===== src/logic/wec_pkg.sv =====
/*
 Constants, field positions and types shared by the wake-up event controller.
 Assumes a single 200 MHz core clock and an active-low asynchronous reset.
*/
// What this block does
// - In sleep or idle an external-pin change wakes the core only if its wake enable is set.
// - In sleep or idle a port 6 change wakes the core only if the pin-change wake enable is set.
// - In sleep or idle a finished conversion wakes the core only if its wake enable is set.
// - While a conversion wake-up is pending outside normal mode both clocks keep running.
// - Timebase and timer three events never wake from sleep but always wake from idle.
// - In green and normal mode each event vectors if its interrupt is enabled and interrupts are on, else continues.
// - After a wake-up the core vectors then continues if interrupts are on and the source's interrupt is enabled, else just continues.
// - The watchdog clear operation zeroes the watchdog count and its prescaler.
// - A reset-pin assertion or watchdog timeout resets the device in every mode.
// - With interrupts globally off before sleep, a wake-up resumes at the next instruction.
package wec_pkg;

  // ----------------------------------------------------------------------
  // Timing
  // ----------------------------------------------------------------------
  localparam int unsigned CLK_MHZ         = 200;
  localparam int unsigned RST_HOLD_MS     = 18;
  localparam int unsigned RST_HOLD_CYCLES = RST_HOLD_MS * CLK_MHZ * 1000;
  localparam int unsigned RST_CNT_W       = 22;

  // ----------------------------------------------------------------------
  // Event sources and pins
  // ----------------------------------------------------------------------
  localparam int unsigned NUM_SRC    = 6;
  localparam int unsigned SRC_EXT    = 0;
  localparam int unsigned SRC_PIN    = 1;
  localparam int unsigned SRC_TBASE  = 2;
  localparam int unsigned SRC_COMP   = 3;
  localparam int unsigned SRC_TIMER3 = 4;
  localparam int unsigned SRC_CONV   = 5;
  localparam int unsigned NUM_P6     = 6;
  localparam int unsigned SYNC_W     = 10;
  localparam int unsigned PIN_EXT    = 6;
  localparam int unsigned PIN_COMP   = 7;
  localparam int unsigned PIN_RSTB   = 8;
  localparam int unsigned PIN_LVD    = 9;
  localparam logic [9:0]  PIN_RST_VAL = 10'h100;

  // ----------------------------------------------------------------------
  // Watchdog
  // ----------------------------------------------------------------------
  localparam int unsigned WDT_PRE_W = 8;
  localparam int unsigned WDT_CNT_W = 8;

  // ----------------------------------------------------------------------
  // Reset causes and types
  // ----------------------------------------------------------------------
  localparam logic [1:0] CAUSE_NONE = 2'h0;
  localparam logic [1:0] CAUSE_PIN  = 2'h1;
  localparam logic [1:0] CAUSE_WDT  = 2'h2;
  localparam logic [1:0] CAUSE_LVD  = 2'h3;

  typedef enum logic [1:0] {MODE_NORMAL, MODE_GREEN, MODE_IDLE, MODE_SLEEP} wec_mode_t;
  typedef enum logic [1:0] {ST_RUN, ST_IDLE, ST_SLEEP, ST_RESET} wec_state_t;

endpackage : wec_pkg


===== src/logic/wec_wdt_if.sv =====
/*
 Interface between the wake-up controller and its watchdog counter.
 Assumes both ends run on the same clock.
*/
interface wec_wdt_if;
  import wec_pkg::*;
  logic                 clearOp;
  logic                 enable;
  logic                 timeout;
  logic [WDT_CNT_W-1:0] count;
  modport ctrl (output clearOp, output enable, input timeout, input count);
  modport wdt  (input clearOp, input enable, output timeout, output count);
endinterface : wec_wdt_if


===== src/logic/wec_wakeup_ctrl.sv =====
/*
 Wake-up and interrupt event control across the four power modes.
 Assumes pins arrive asynchronously and peripheral pulses on the core clock.
*/
module wec_wakeup_ctrl #(
  parameter int unsigned RST_HOLD = wec_pkg::RST_HOLD_CYCLES
) (
  input  wire logic                     clk,
  input  wire logic                     rst_b,
  input  wire wec_pkg::wec_mode_t       powerMode,
  input  wire logic [wec_pkg::NUM_P6-1:0] port6Pin,
  input  wire logic                     extIntPin,
  input  wire logic                     compOutPin,
  input  wire logic                     resetPinB,
  input  wire logic                     lowVoltPin,
  input  wire logic                     timebaseOvf,
  input  wire logic                     timerThreeEvt,
  input  wire logic                     convDone,
  input  wire logic                     convBusy,
  input  wire logic                     extPinWakeEn,
  input  wire logic                     pinChangeWakeEn,
  input  wire logic                     convDoneWakeEn,
  input  wire logic                     compChangeWakeEn,
  input  wire logic [wec_pkg::NUM_SRC-1:0] srcIrqEn,
  input  wire logic                     globalIrqOnOp,
  input  wire logic                     globalIrqOffOp,
  input  wire logic                     sleepOp,
  input  wire logic                     watchdogClearOp,
  input  wire logic                     watchdogEn,
  output logic                          coreRun_r,
  output logic                          wakePulse_r,
  output logic                          vectorTake_r,
  output logic                          resumeNext_r,
  output logic [wec_pkg::NUM_SRC-1:0]   vectorSrc_r,
  output logic                          mainClockEn_r,
  output logic                          subClockEn_r,
  output logic                          deviceReset_r,
  output logic [1:0]                    resetCause_r,
  output logic                          globalIrqOn_r,
  output logic [wec_pkg::WDT_CNT_W-1:0] watchdogCount
);
  import wec_pkg::*;

  // ----------------------------------------------------------------------
  // Reset release and pin synchronisers
  // ----------------------------------------------------------------------
  logic              rstMeta_r;
  logic              rstSync_r;
  logic [SYNC_W-1:0] pinsIn;
  logic [SYNC_W-1:0] syncA_r;
  logic [SYNC_W-1:0] syncB_r;

  always_ff @(posedge clk or negedge rst_b) begin
    if (!rst_b) begin
      rstMeta_r <= 1'b0;
      rstSync_r <= 1'b0;
    end else begin
      rstMeta_r <= 1'b1;
      rstSync_r <= rstMeta_r;
    end
  end

  assign pinsIn = {lowVoltPin, resetPinB, compOutPin, extIntPin, port6Pin};

  for (genvar i = 0; i < SYNC_W; i++) begin : g_sync
    always_ff @(posedge clk or negedge rstSync_r) begin
      if (!rstSync_r) begin
        syncA_r[i] <= PIN_RST_VAL[i];
        syncB_r[i] <= PIN_RST_VAL[i];
      end else begin
        syncA_r[i] <= pinsIn[i];
        syncB_r[i] <= syncA_r[i];
      end
    end
  end

  // ----------------------------------------------------------------------
  // Watchdog
  // ----------------------------------------------------------------------
  wec_wdt_if wdtBus ();

  wec_watchdog u_wdt (
    .clk      (clk),
    .rstSyncB (rstSync_r),
    .wdtBus   (wdtBus)
  );

  assign watchdogCount = wdtBus.count;

  // ----------------------------------------------------------------------
  // Event detection
  // ----------------------------------------------------------------------
  logic [NUM_P6-1:0]  p6Prev_r;
  logic               extPrev_r;
  logic               compPrev_r;
  logic [NUM_SRC-1:0] evt;
  logic [NUM_SRC-1:0] wakeMask;
  logic [NUM_SRC-1:0] wakeGate;
  logic               resetReq;
  logic               asleep;

  wec_state_t         state_r, state_nxt;
  logic [RST_CNT_W-1:0] rstCnt_r, rstCnt_nxt;

  always_comb begin
    evt             = '0;
    evt[SRC_EXT]    = syncB_r[PIN_EXT] ^ extPrev_r;
    evt[SRC_PIN]    = |(syncB_r[NUM_P6-1:0] ^ p6Prev_r);
    evt[SRC_TBASE]  = timebaseOvf;
    evt[SRC_COMP]   = syncB_r[PIN_COMP] ^ compPrev_r;
    evt[SRC_TIMER3] = timerThreeEvt;
    evt[SRC_CONV]   = convDone;
    wakeMask             = '0;
    wakeMask[SRC_EXT]    = extPinWakeEn;
    wakeMask[SRC_PIN]    = pinChangeWakeEn;
    wakeMask[SRC_CONV]   = convDoneWakeEn;
    wakeMask[SRC_COMP]   = compChangeWakeEn;
    wakeMask[SRC_TBASE]  = (state_r == ST_IDLE);
    wakeMask[SRC_TIMER3] = (state_r == ST_IDLE);
  end

  assign wakeGate = evt & wakeMask;
  assign asleep   = (state_r == ST_SLEEP) || (state_r == ST_IDLE);
  assign resetReq = syncB_r[PIN_LVD] || !syncB_r[PIN_RSTB] || wdtBus.timeout;

  // ----------------------------------------------------------------------
  // Power state machine
  // ----------------------------------------------------------------------
  logic               coreRun_nxt, wake_nxt, vec_nxt, next_nxt, mainClk_nxt, subClk_nxt;
  logic               devRst_nxt, gIrq_nxt, keepClk;
  logic [NUM_SRC-1:0] vecSrc_nxt, pend;
  logic [1:0]         cause_nxt;

  always_comb begin
    state_nxt   = state_r;
    rstCnt_nxt  = rstCnt_r;
    coreRun_nxt = coreRun_r;
    devRst_nxt  = deviceReset_r;
    cause_nxt   = resetCause_r;
    wake_nxt    = 1'b0;
    vec_nxt     = 1'b0;
    next_nxt    = 1'b0;
    vecSrc_nxt  = '0;
    pend        = '0;
    gIrq_nxt    = globalIrqOn_r;
    if (globalIrqOffOp) gIrq_nxt = 1'b0;
    if (globalIrqOnOp) gIrq_nxt = 1'b1;
    if (resetReq) begin
      state_nxt   = ST_RESET;
      rstCnt_nxt  = '0;
      coreRun_nxt = 1'b0;
      devRst_nxt  = 1'b1;
      gIrq_nxt    = 1'b0;
      if (syncB_r[PIN_LVD]) cause_nxt = CAUSE_LVD;
      else if (!syncB_r[PIN_RSTB]) cause_nxt = CAUSE_PIN;
      else cause_nxt = CAUSE_WDT;
    end else begin
      case (state_r)
        ST_RESET: begin
          rstCnt_nxt = rstCnt_r + 1'b1;
          if (rstCnt_r == RST_CNT_W'(RST_HOLD - 1)) begin
            state_nxt   = ST_RUN;
            coreRun_nxt = 1'b1;
            devRst_nxt  = 1'b0;
          end
        end
        ST_RUN: begin
          if (|evt) begin
            pend = evt & srcIrqEn;
            if (globalIrqOn_r && (|pend)) begin
              vec_nxt    = 1'b1;
              vecSrc_nxt = pend;
            end else begin
              next_nxt = 1'b1;
            end
          end
          if (sleepOp) begin
            state_nxt   = (powerMode == MODE_IDLE) ? ST_IDLE : ST_SLEEP;
            coreRun_nxt = 1'b0;
          end
        end
        ST_IDLE, ST_SLEEP: begin
          if (|wakeGate) begin
            state_nxt   = ST_RUN;
            coreRun_nxt = 1'b1;
            wake_nxt    = 1'b1;
            pend        = wakeGate & srcIrqEn;
            if (globalIrqOn_r && (|pend)) begin
              vec_nxt    = 1'b1;
              vecSrc_nxt = pend;
            end else begin
              next_nxt = 1'b1;
            end
          end
        end
        default: begin
          state_nxt = ST_RESET;
        end
      endcase
    end
    keepClk     = convBusy && convDoneWakeEn && (powerMode != MODE_NORMAL);
    mainClk_nxt = keepClk || (state_nxt == ST_RESET)
                  || ((state_nxt == ST_RUN) && (powerMode == MODE_NORMAL));
    subClk_nxt  = keepClk || (state_nxt != ST_SLEEP);
  end

  assign wdtBus.clearOp = watchdogClearOp || (state_r == ST_RESET)
                          || ((state_r == ST_RUN) && sleepOp);
  assign wdtBus.enable  = watchdogEn;

  always_ff @(posedge clk or negedge rstSync_r) begin
    if (!rstSync_r) begin
      state_r       <= ST_RESET;
      rstCnt_r      <= '0;
      coreRun_r     <= 1'b0;
      wakePulse_r   <= 1'b0;
      vectorTake_r  <= 1'b0;
      resumeNext_r  <= 1'b0;
      vectorSrc_r   <= '0;
      mainClockEn_r <= 1'b1;
      subClockEn_r  <= 1'b1;
      deviceReset_r <= 1'b1;
      resetCause_r  <= CAUSE_NONE;
      globalIrqOn_r <= 1'b0;
      p6Prev_r      <= '0;
      extPrev_r     <= 1'b0;
      compPrev_r    <= 1'b0;
    end else begin
      state_r       <= state_nxt;
      rstCnt_r      <= rstCnt_nxt;
      coreRun_r     <= coreRun_nxt;
      wakePulse_r   <= wake_nxt;
      vectorTake_r  <= vec_nxt;
      resumeNext_r  <= next_nxt;
      vectorSrc_r   <= vecSrc_nxt;
      mainClockEn_r <= mainClk_nxt;
      subClockEn_r  <= subClk_nxt;
      deviceReset_r <= devRst_nxt;
      resetCause_r  <= cause_nxt;
      globalIrqOn_r <= gIrq_nxt;
      p6Prev_r      <= syncB_r[NUM_P6-1:0];
      extPrev_r     <= syncB_r[PIN_EXT];
      compPrev_r    <= syncB_r[PIN_COMP];
    end
  end

  // ----------------------------------------------------------------------
  // Checks
  // ----------------------------------------------------------------------
  a_ext_pin_wake: assert property (@(posedge clk) disable iff (!rstSync_r)
    (asleep && !resetReq && evt[SRC_EXT] && extPinWakeEn) |=> wakePulse_r && coreRun_r)
    else $error("external pin event did not wake");

  a_pin_change_wake: assert property (@(posedge clk) disable iff (!rstSync_r)
    (asleep && !resetReq && !(|(evt & wakeMask & ~(NUM_SRC'(1) << SRC_PIN)))
     && evt[SRC_PIN] && !pinChangeWakeEn) |=> !coreRun_r && !wakePulse_r)
    else $error("port change woke without enable");

  a_conv_done_wake: assert property (@(posedge clk) disable iff (!rstSync_r)
    (asleep && !resetReq && evt[SRC_CONV] && convDoneWakeEn) |=> wakePulse_r ##1 !wakePulse_r)
    else $error("conversion event did not wake");

  a_conv_clock_keep: assert property (@(posedge clk) disable iff (!rstSync_r)
    (convBusy && convDoneWakeEn && (powerMode != MODE_NORMAL)) |=> mainClockEn_r && subClockEn_r)
    else $error("clocks stopped during pending conversion");

  a_timer_sleep_hold: assert property (@(posedge clk) disable iff (!rstSync_r)
    (state_r == ST_SLEEP && !resetReq
     && ((evt & ~((NUM_SRC'(1) << SRC_TBASE) | (NUM_SRC'(1) << SRC_TIMER3))) == '0))
    |=> state_r == ST_SLEEP)
    else $error("timer event left sleep");

  a_run_event_action: assert property (@(posedge clk) disable iff (!rstSync_r)
    (state_r == ST_RUN && !resetReq && (|evt)) |=> (vectorTake_r ^ resumeNext_r) && !wakePulse_r)
    else $error("run event not handled exactly once");

  a_wake_resume: assert property (@(posedge clk) disable iff (!rstSync_r)
    wakePulse_r |-> (vectorTake_r ^ resumeNext_r)
      && (vectorTake_r == ($past(globalIrqOn_r) && (|$past(wakeGate & srcIrqEn))))
      && (vectorSrc_r == (vectorTake_r ? $past(wakeGate & srcIrqEn) : '0)))
    else $error("wake-up without resume action");

  a_irq_off_next: assert property (@(posedge clk) disable iff (!rstSync_r)
    (asleep && !resetReq && (|wakeGate) && !globalIrqOn_r) |=> resumeNext_r && !vectorTake_r)
    else $error("vectored with interrupts off");

  a_reset_pin_wdt: assert property (@(posedge clk) disable iff (!rstSync_r)
    (!syncB_r[PIN_RSTB] || wdtBus.timeout) |=> deviceReset_r && !coreRun_r && state_r == ST_RESET)
    else $error("reset source did not reset device");

  a_low_volt_reset: assert property (@(posedge clk) disable iff (!rstSync_r)
    syncB_r[PIN_LVD] |=> deviceReset_r && (resetCause_r == CAUSE_LVD))
    else $error("low voltage did not force reset");

endmodule : wec_wakeup_ctrl


===== src/logic/wec_watchdog.sv =====
/*
 Watchdog counter with prescaler and a one-cycle timeout pulse.
 Assumes a synchronised reset and a same-clock clear request.
*/
module wec_watchdog (
  input  wire logic clk,
  input  wire logic rstSyncB,
  wec_wdt_if.wdt    wdtBus
);
  import wec_pkg::*;

  logic [WDT_PRE_W-1:0] pre_r, pre_nxt;
  logic [WDT_CNT_W-1:0] cnt_r, cnt_nxt;
  logic                 tmo_r, tmo_nxt;

  always_comb begin
    pre_nxt = pre_r;
    cnt_nxt = cnt_r;
    tmo_nxt = 1'b0;
    if (wdtBus.clearOp) begin
      pre_nxt = '0;
      cnt_nxt = '0;
    end else if (wdtBus.enable) begin
      pre_nxt = pre_r + 1'b1;
      if (&pre_r) begin
        cnt_nxt = cnt_r + 1'b1;
        tmo_nxt = &cnt_r;
      end
    end
  end

  always_ff @(posedge clk or negedge rstSyncB) begin
    if (!rstSyncB) begin
      pre_r <= '0;
      cnt_r <= '0;
      tmo_r <= 1'b0;
    end else begin
      pre_r <= pre_nxt;
      cnt_r <= cnt_nxt;
      tmo_r <= tmo_nxt;
    end
  end

  assign wdtBus.count   = cnt_r;
  assign wdtBus.timeout = tmo_r;

  a_wdt_clear_zero: assert property (@(posedge clk) disable iff (!rstSyncB)
    wdtBus.clearOp |=> (cnt_r == '0) && (pre_r == '0) && !tmo_r)
    else $error("watchdog not zeroed by clear");

endmodule : wec_watchdog


===== config.mk =====
export PLATFORM = sky130hd
export DESIGN_NAME = wec_wakeup_ctrl
export DESIGN_NICKNAME = d
export VERILOG_FILES = /design/src/logic/wec_pkg.sv /design/src/logic/wec_wdt_if.sv /design/src/logic/wec_wakeup_ctrl.sv /design/src/logic/wec_watchdog.sv
export SDC_FILE = /design/constraint.sdc
export NUM_CORES = 1
export LEC_CHECK = 0
export CAP_MARGIN = 0
export CELL_PAD_IN_SITES_DETAIL_PLACEMENT = 1
export CELL_PAD_IN_SITES_GLOBAL_PLACEMENT = 1
export CORE_MARGIN = 1
export CORE_UTILIZATION = 40
export CTS_CLUSTER_DIAMETER = 50
export DETAILED_ROUTE_END_ITERATION = 10
export DONT_BUFFER_PORTS = 1
export PLACE_DENSITY_LB_ADDON = 0.1
export SYNTH_ARGS = -nofsm -noshare
export SYNTH_HDL_FRONTEND = slang
export SYNTH_SLANG_ARGS = --single-unit
export TNS_END_PERCENT = 50

===== constraint.sdc =====
create_clock -name clk -period 2.6 [get_ports clk]
set_input_delay 0.13 -clock clk [delete_from_list [all_inputs] [get_ports clk]]
set_output_delay 0.13 -clock clk [all_outputs]
set_load 0.005 [all_outputs]

==> results.toml <==
[synth]
synthFlopType = "dfrtp_1"
synth_common_cells = "dfrtp_1 (80), nor2_1 (48), nand2_1 (31)"
syn_nets = 382
post-synth-top-area-fraction_pct = 52.4
synth_top_family_by_area = "simple AND/OR/NAND/NOR gates"
synthMuxAreaShare_pct = 0.785
synth_edf_count = 0
synthXorXnorAreaFrac_pct = 9.39
ys_ff_latch = 87
seq_area_frac_synth_pct = 57.2
syn_inst = 343
yosysTopAreaCell = "dfrtp_1"
avgSynthCellArea_um2 = 11.1
synthArstFlopShare_pct = 100
synth_most_common_cell = "dfrtp_1"
synth-simple-area-share_pct = 20.4
synth_compound_area_share_pct = 8.44
synth_warnings = 0
synthesis.area_um2 = 3820
synthAdderAreaFrac_pct = 1.96
ys_top_cells_by_area = "dfrtp_1 (52%), xnor2_1 (5.3%), dfstp_2 (4.8%)"
netlist-cell-type-count = 59

[sta]
finalSetupViolations = 0
finalHoldViolCount = 0
fin_tns_setup_ns = 0
timing.final.crit_share_pct = 89.4
drv_slew = 0
tightest_slew_ns = 0.585
setup_ws_ns = 0.275
fin_skew_ns = 0.0131
slew_headroom_pct = 60.6
hold_ws_ns = 0.0395
rsz0062_at_grt = "false"
fmax_ghz = 0.430
finalCriticalPeriod_ns = 2.32

[worst_hold_path]
min_path_type = "in2reg"

[setup_path]
cp-end-kind = "register"
critical_path.top_delay_family = "compound AO/OA/AOI/OAI gates"
slowest_stage = "dfstp_2"
critPathBufInv = 1
worst_ep_required_time_ns = 2.86
cp-start-kind = "register"
crit_fanout = 10
crit_arrival_ns = 2.58
crit_chain = "inv_1, ha_1, o21ai_0, nand2_1, a221oi_1, a21boi_2, and3b_1, o2111a_1"
critical-path-max-stage-delay_ns = 0.57
setup.worst_path.class = "reg2reg"

[clocking]
cts_root_buf = "clkbuf_8"
numClockSinks = 87
cts_hold_buf = 29
cts_buffers = 9
clkTransAtPathRegs_ns = 0.10
insertion_delay_ns = 0.36
post_cts_resized = 0
cts_max_path_buffers = 2
post_cts_buffers = 0
htree_levels = 3
cts_tree = "yes"

[pwr]
p_leak_nw = 1.86
seqPwrFrac_pct = 56.9
internal-power_mw = 1.83
power.share.combinational_pct = 4.8
switchingPower_uw = 650
total_power_mw = 2.48
p_sw_share_pct = 26.2
ir_drop_mv = 0.393
p_clk_share_pct = 38.3
pwr_density_cell_nw_per_um2 = 547

[cells_and_area]
postLayoutCellArea_um2 = 4530
layout.nets = 424
diodes = 0
final_cells = 519
layout-drive-gt1-share_pct = 12.3
regArea_um2 = 2190
fillerInstances = 997
multi_input_area_um2 = 1570
area_delta_synth_final_pct = 18.5
layout.core_utilization_pct = 49.0

[placement]
gp_congestion = 0.753
post-place-ws_ns = 0.288
hpwl_um = 5790
dpl.cell_count = 474
dpl_cell_area_um2 = 4030
io_buffers = 0

[die]
core_area_um2 = 9240
die_y_um = 99.8
die-area_um2 = 9950
core.rowCount = 35
initial_core_util_pct = 41.4
io_pins = 57
die_width_um = 99.8

[global_routing]
grt_pass1_vias = 2899
grt.total_usage_pct = 18.6
grt_overflow = 0
grt_pass1_wl_um = 14200
grt_max_degree = 49
grt_antenna_before_repair = 0

[detailed_routing]
via_count = 2638
via_per_inst = 5.08
wl_per_cell_um = 15.8
wirelength_um = 8200
first_pass_iters = 4
drt_iter0_drc = 96
drc = 0
final_antenna_net_count = 0

[run]
maxCapViolCount = 0

[run_status]
status = "completed"
==> final timing paths <==
| kind | depth (start not counted) | slack (ns) | end | startpoint |
|---|---|---|---|---|
| worst max-delay path | 8 | 0.28 | vectorSrc_r[3]$_DFF_PN0_ | state_r[1]$_DFF_PN1_ |
| worst min-delay path | 2 | 0.04 | vectorSrc_r[3]$_DFF_PN0_ | srcIrqEn[3] |
| worst max register to register | 8 | 0.28 | vectorSrc_r[3]$_DFF_PN0_ | state_r[1]$_DFF_PN1_ |
| worst min register to register | 0 | 0.34 | syncA_r[0]$_DFF_PN0_ | rstSync_r$_DFF_PN0_ |
| max in group asynchronous | 1 | 1.58 | syncA_r[8]$_DFF_PN1_ | rstSync_r$_DFF_PN0_ |
| min in group asynchronous | 0 | 0.34 | syncA_r[0]$_DFF_PN0_ | rstSync_r$_DFF_PN0_ |
==> power by group through the flow <==
stage | clock [mW] | combinational, mW | sequential, mW
CTS | 0.990 | 0.118 | 1.41
detailed placement | 0 | 0.0819 | 1.44
floorplan | 0 | 0.0516 | 1.44
finish | 0.949 | 0.118 | 1.41
global route | 1.03 | 0.132 | 1.42
global placement | 0 | 0.0804 | 1.44
==> cells in the final DEF, fill, tap and decap left out, drive strengths merged, types with 5 or more instances in the layout <==
cell type and count:
nor4 6, nand2 31, ha 6, and3 6, clkbuf 9, o21ai 5, xor2 18, nand3 14
nand2b 5, dlygate4sd3 29, dfstp 7, buf 10, clkinv 5, inv 11, xnor2 23, a21oi 8
dfrtp 80, nor2 48, nand4 9
==> registers in the layout, indices dropped and copies added (netlist names), 2 cells and up <==
name / cells
vectorSrc_r: 6
rstCnt_r: 22
state_r: 2
u_wdt.pre_r: 8
u_wdt.wdtBus.count: 8
syncA_r: 10
syncB_r: 10
resetCause_r: 2
p6Prev_r: 6
==> per-layer routing <==
metal  GRT usage, %  share of wire (%)  wire, µm
met5              0                  0         0
met4           5.88               0.95        78
met3           4.81                4.1       339
met2           30.0                 48      3900
met1           24.6                 47      3880
==> area by class of cell <==
| type | count | share of cell area, % |
|---|---|---|
| Timing Repair Buffer | 39 | 8.06 |
| Clock inverter | 7 | 1.91 |
| Inverter | 9 | 0.745 |
| Sequential cell | 87 | 48.3 |
| Tap cell | 129 | 3.56 |
| Clock buffer | 9 | 2.73 |
| Multi-Input combinational cell | 239 | 34.7 |
==> logic make-up (layout without fill, tap and decap cells) <==
group | count (synthesis) | in the layout
buf+inv | 17 | 64
xor+xnor | 41 | 41
mux | 3 | 3
flops | 87 | 87
compound gates | 40 | 40
fa+ha+maj | 6 | 6
other cells | 1 | 1
simple gates | 148 | 148
Power figures use the tool's default switching activity.
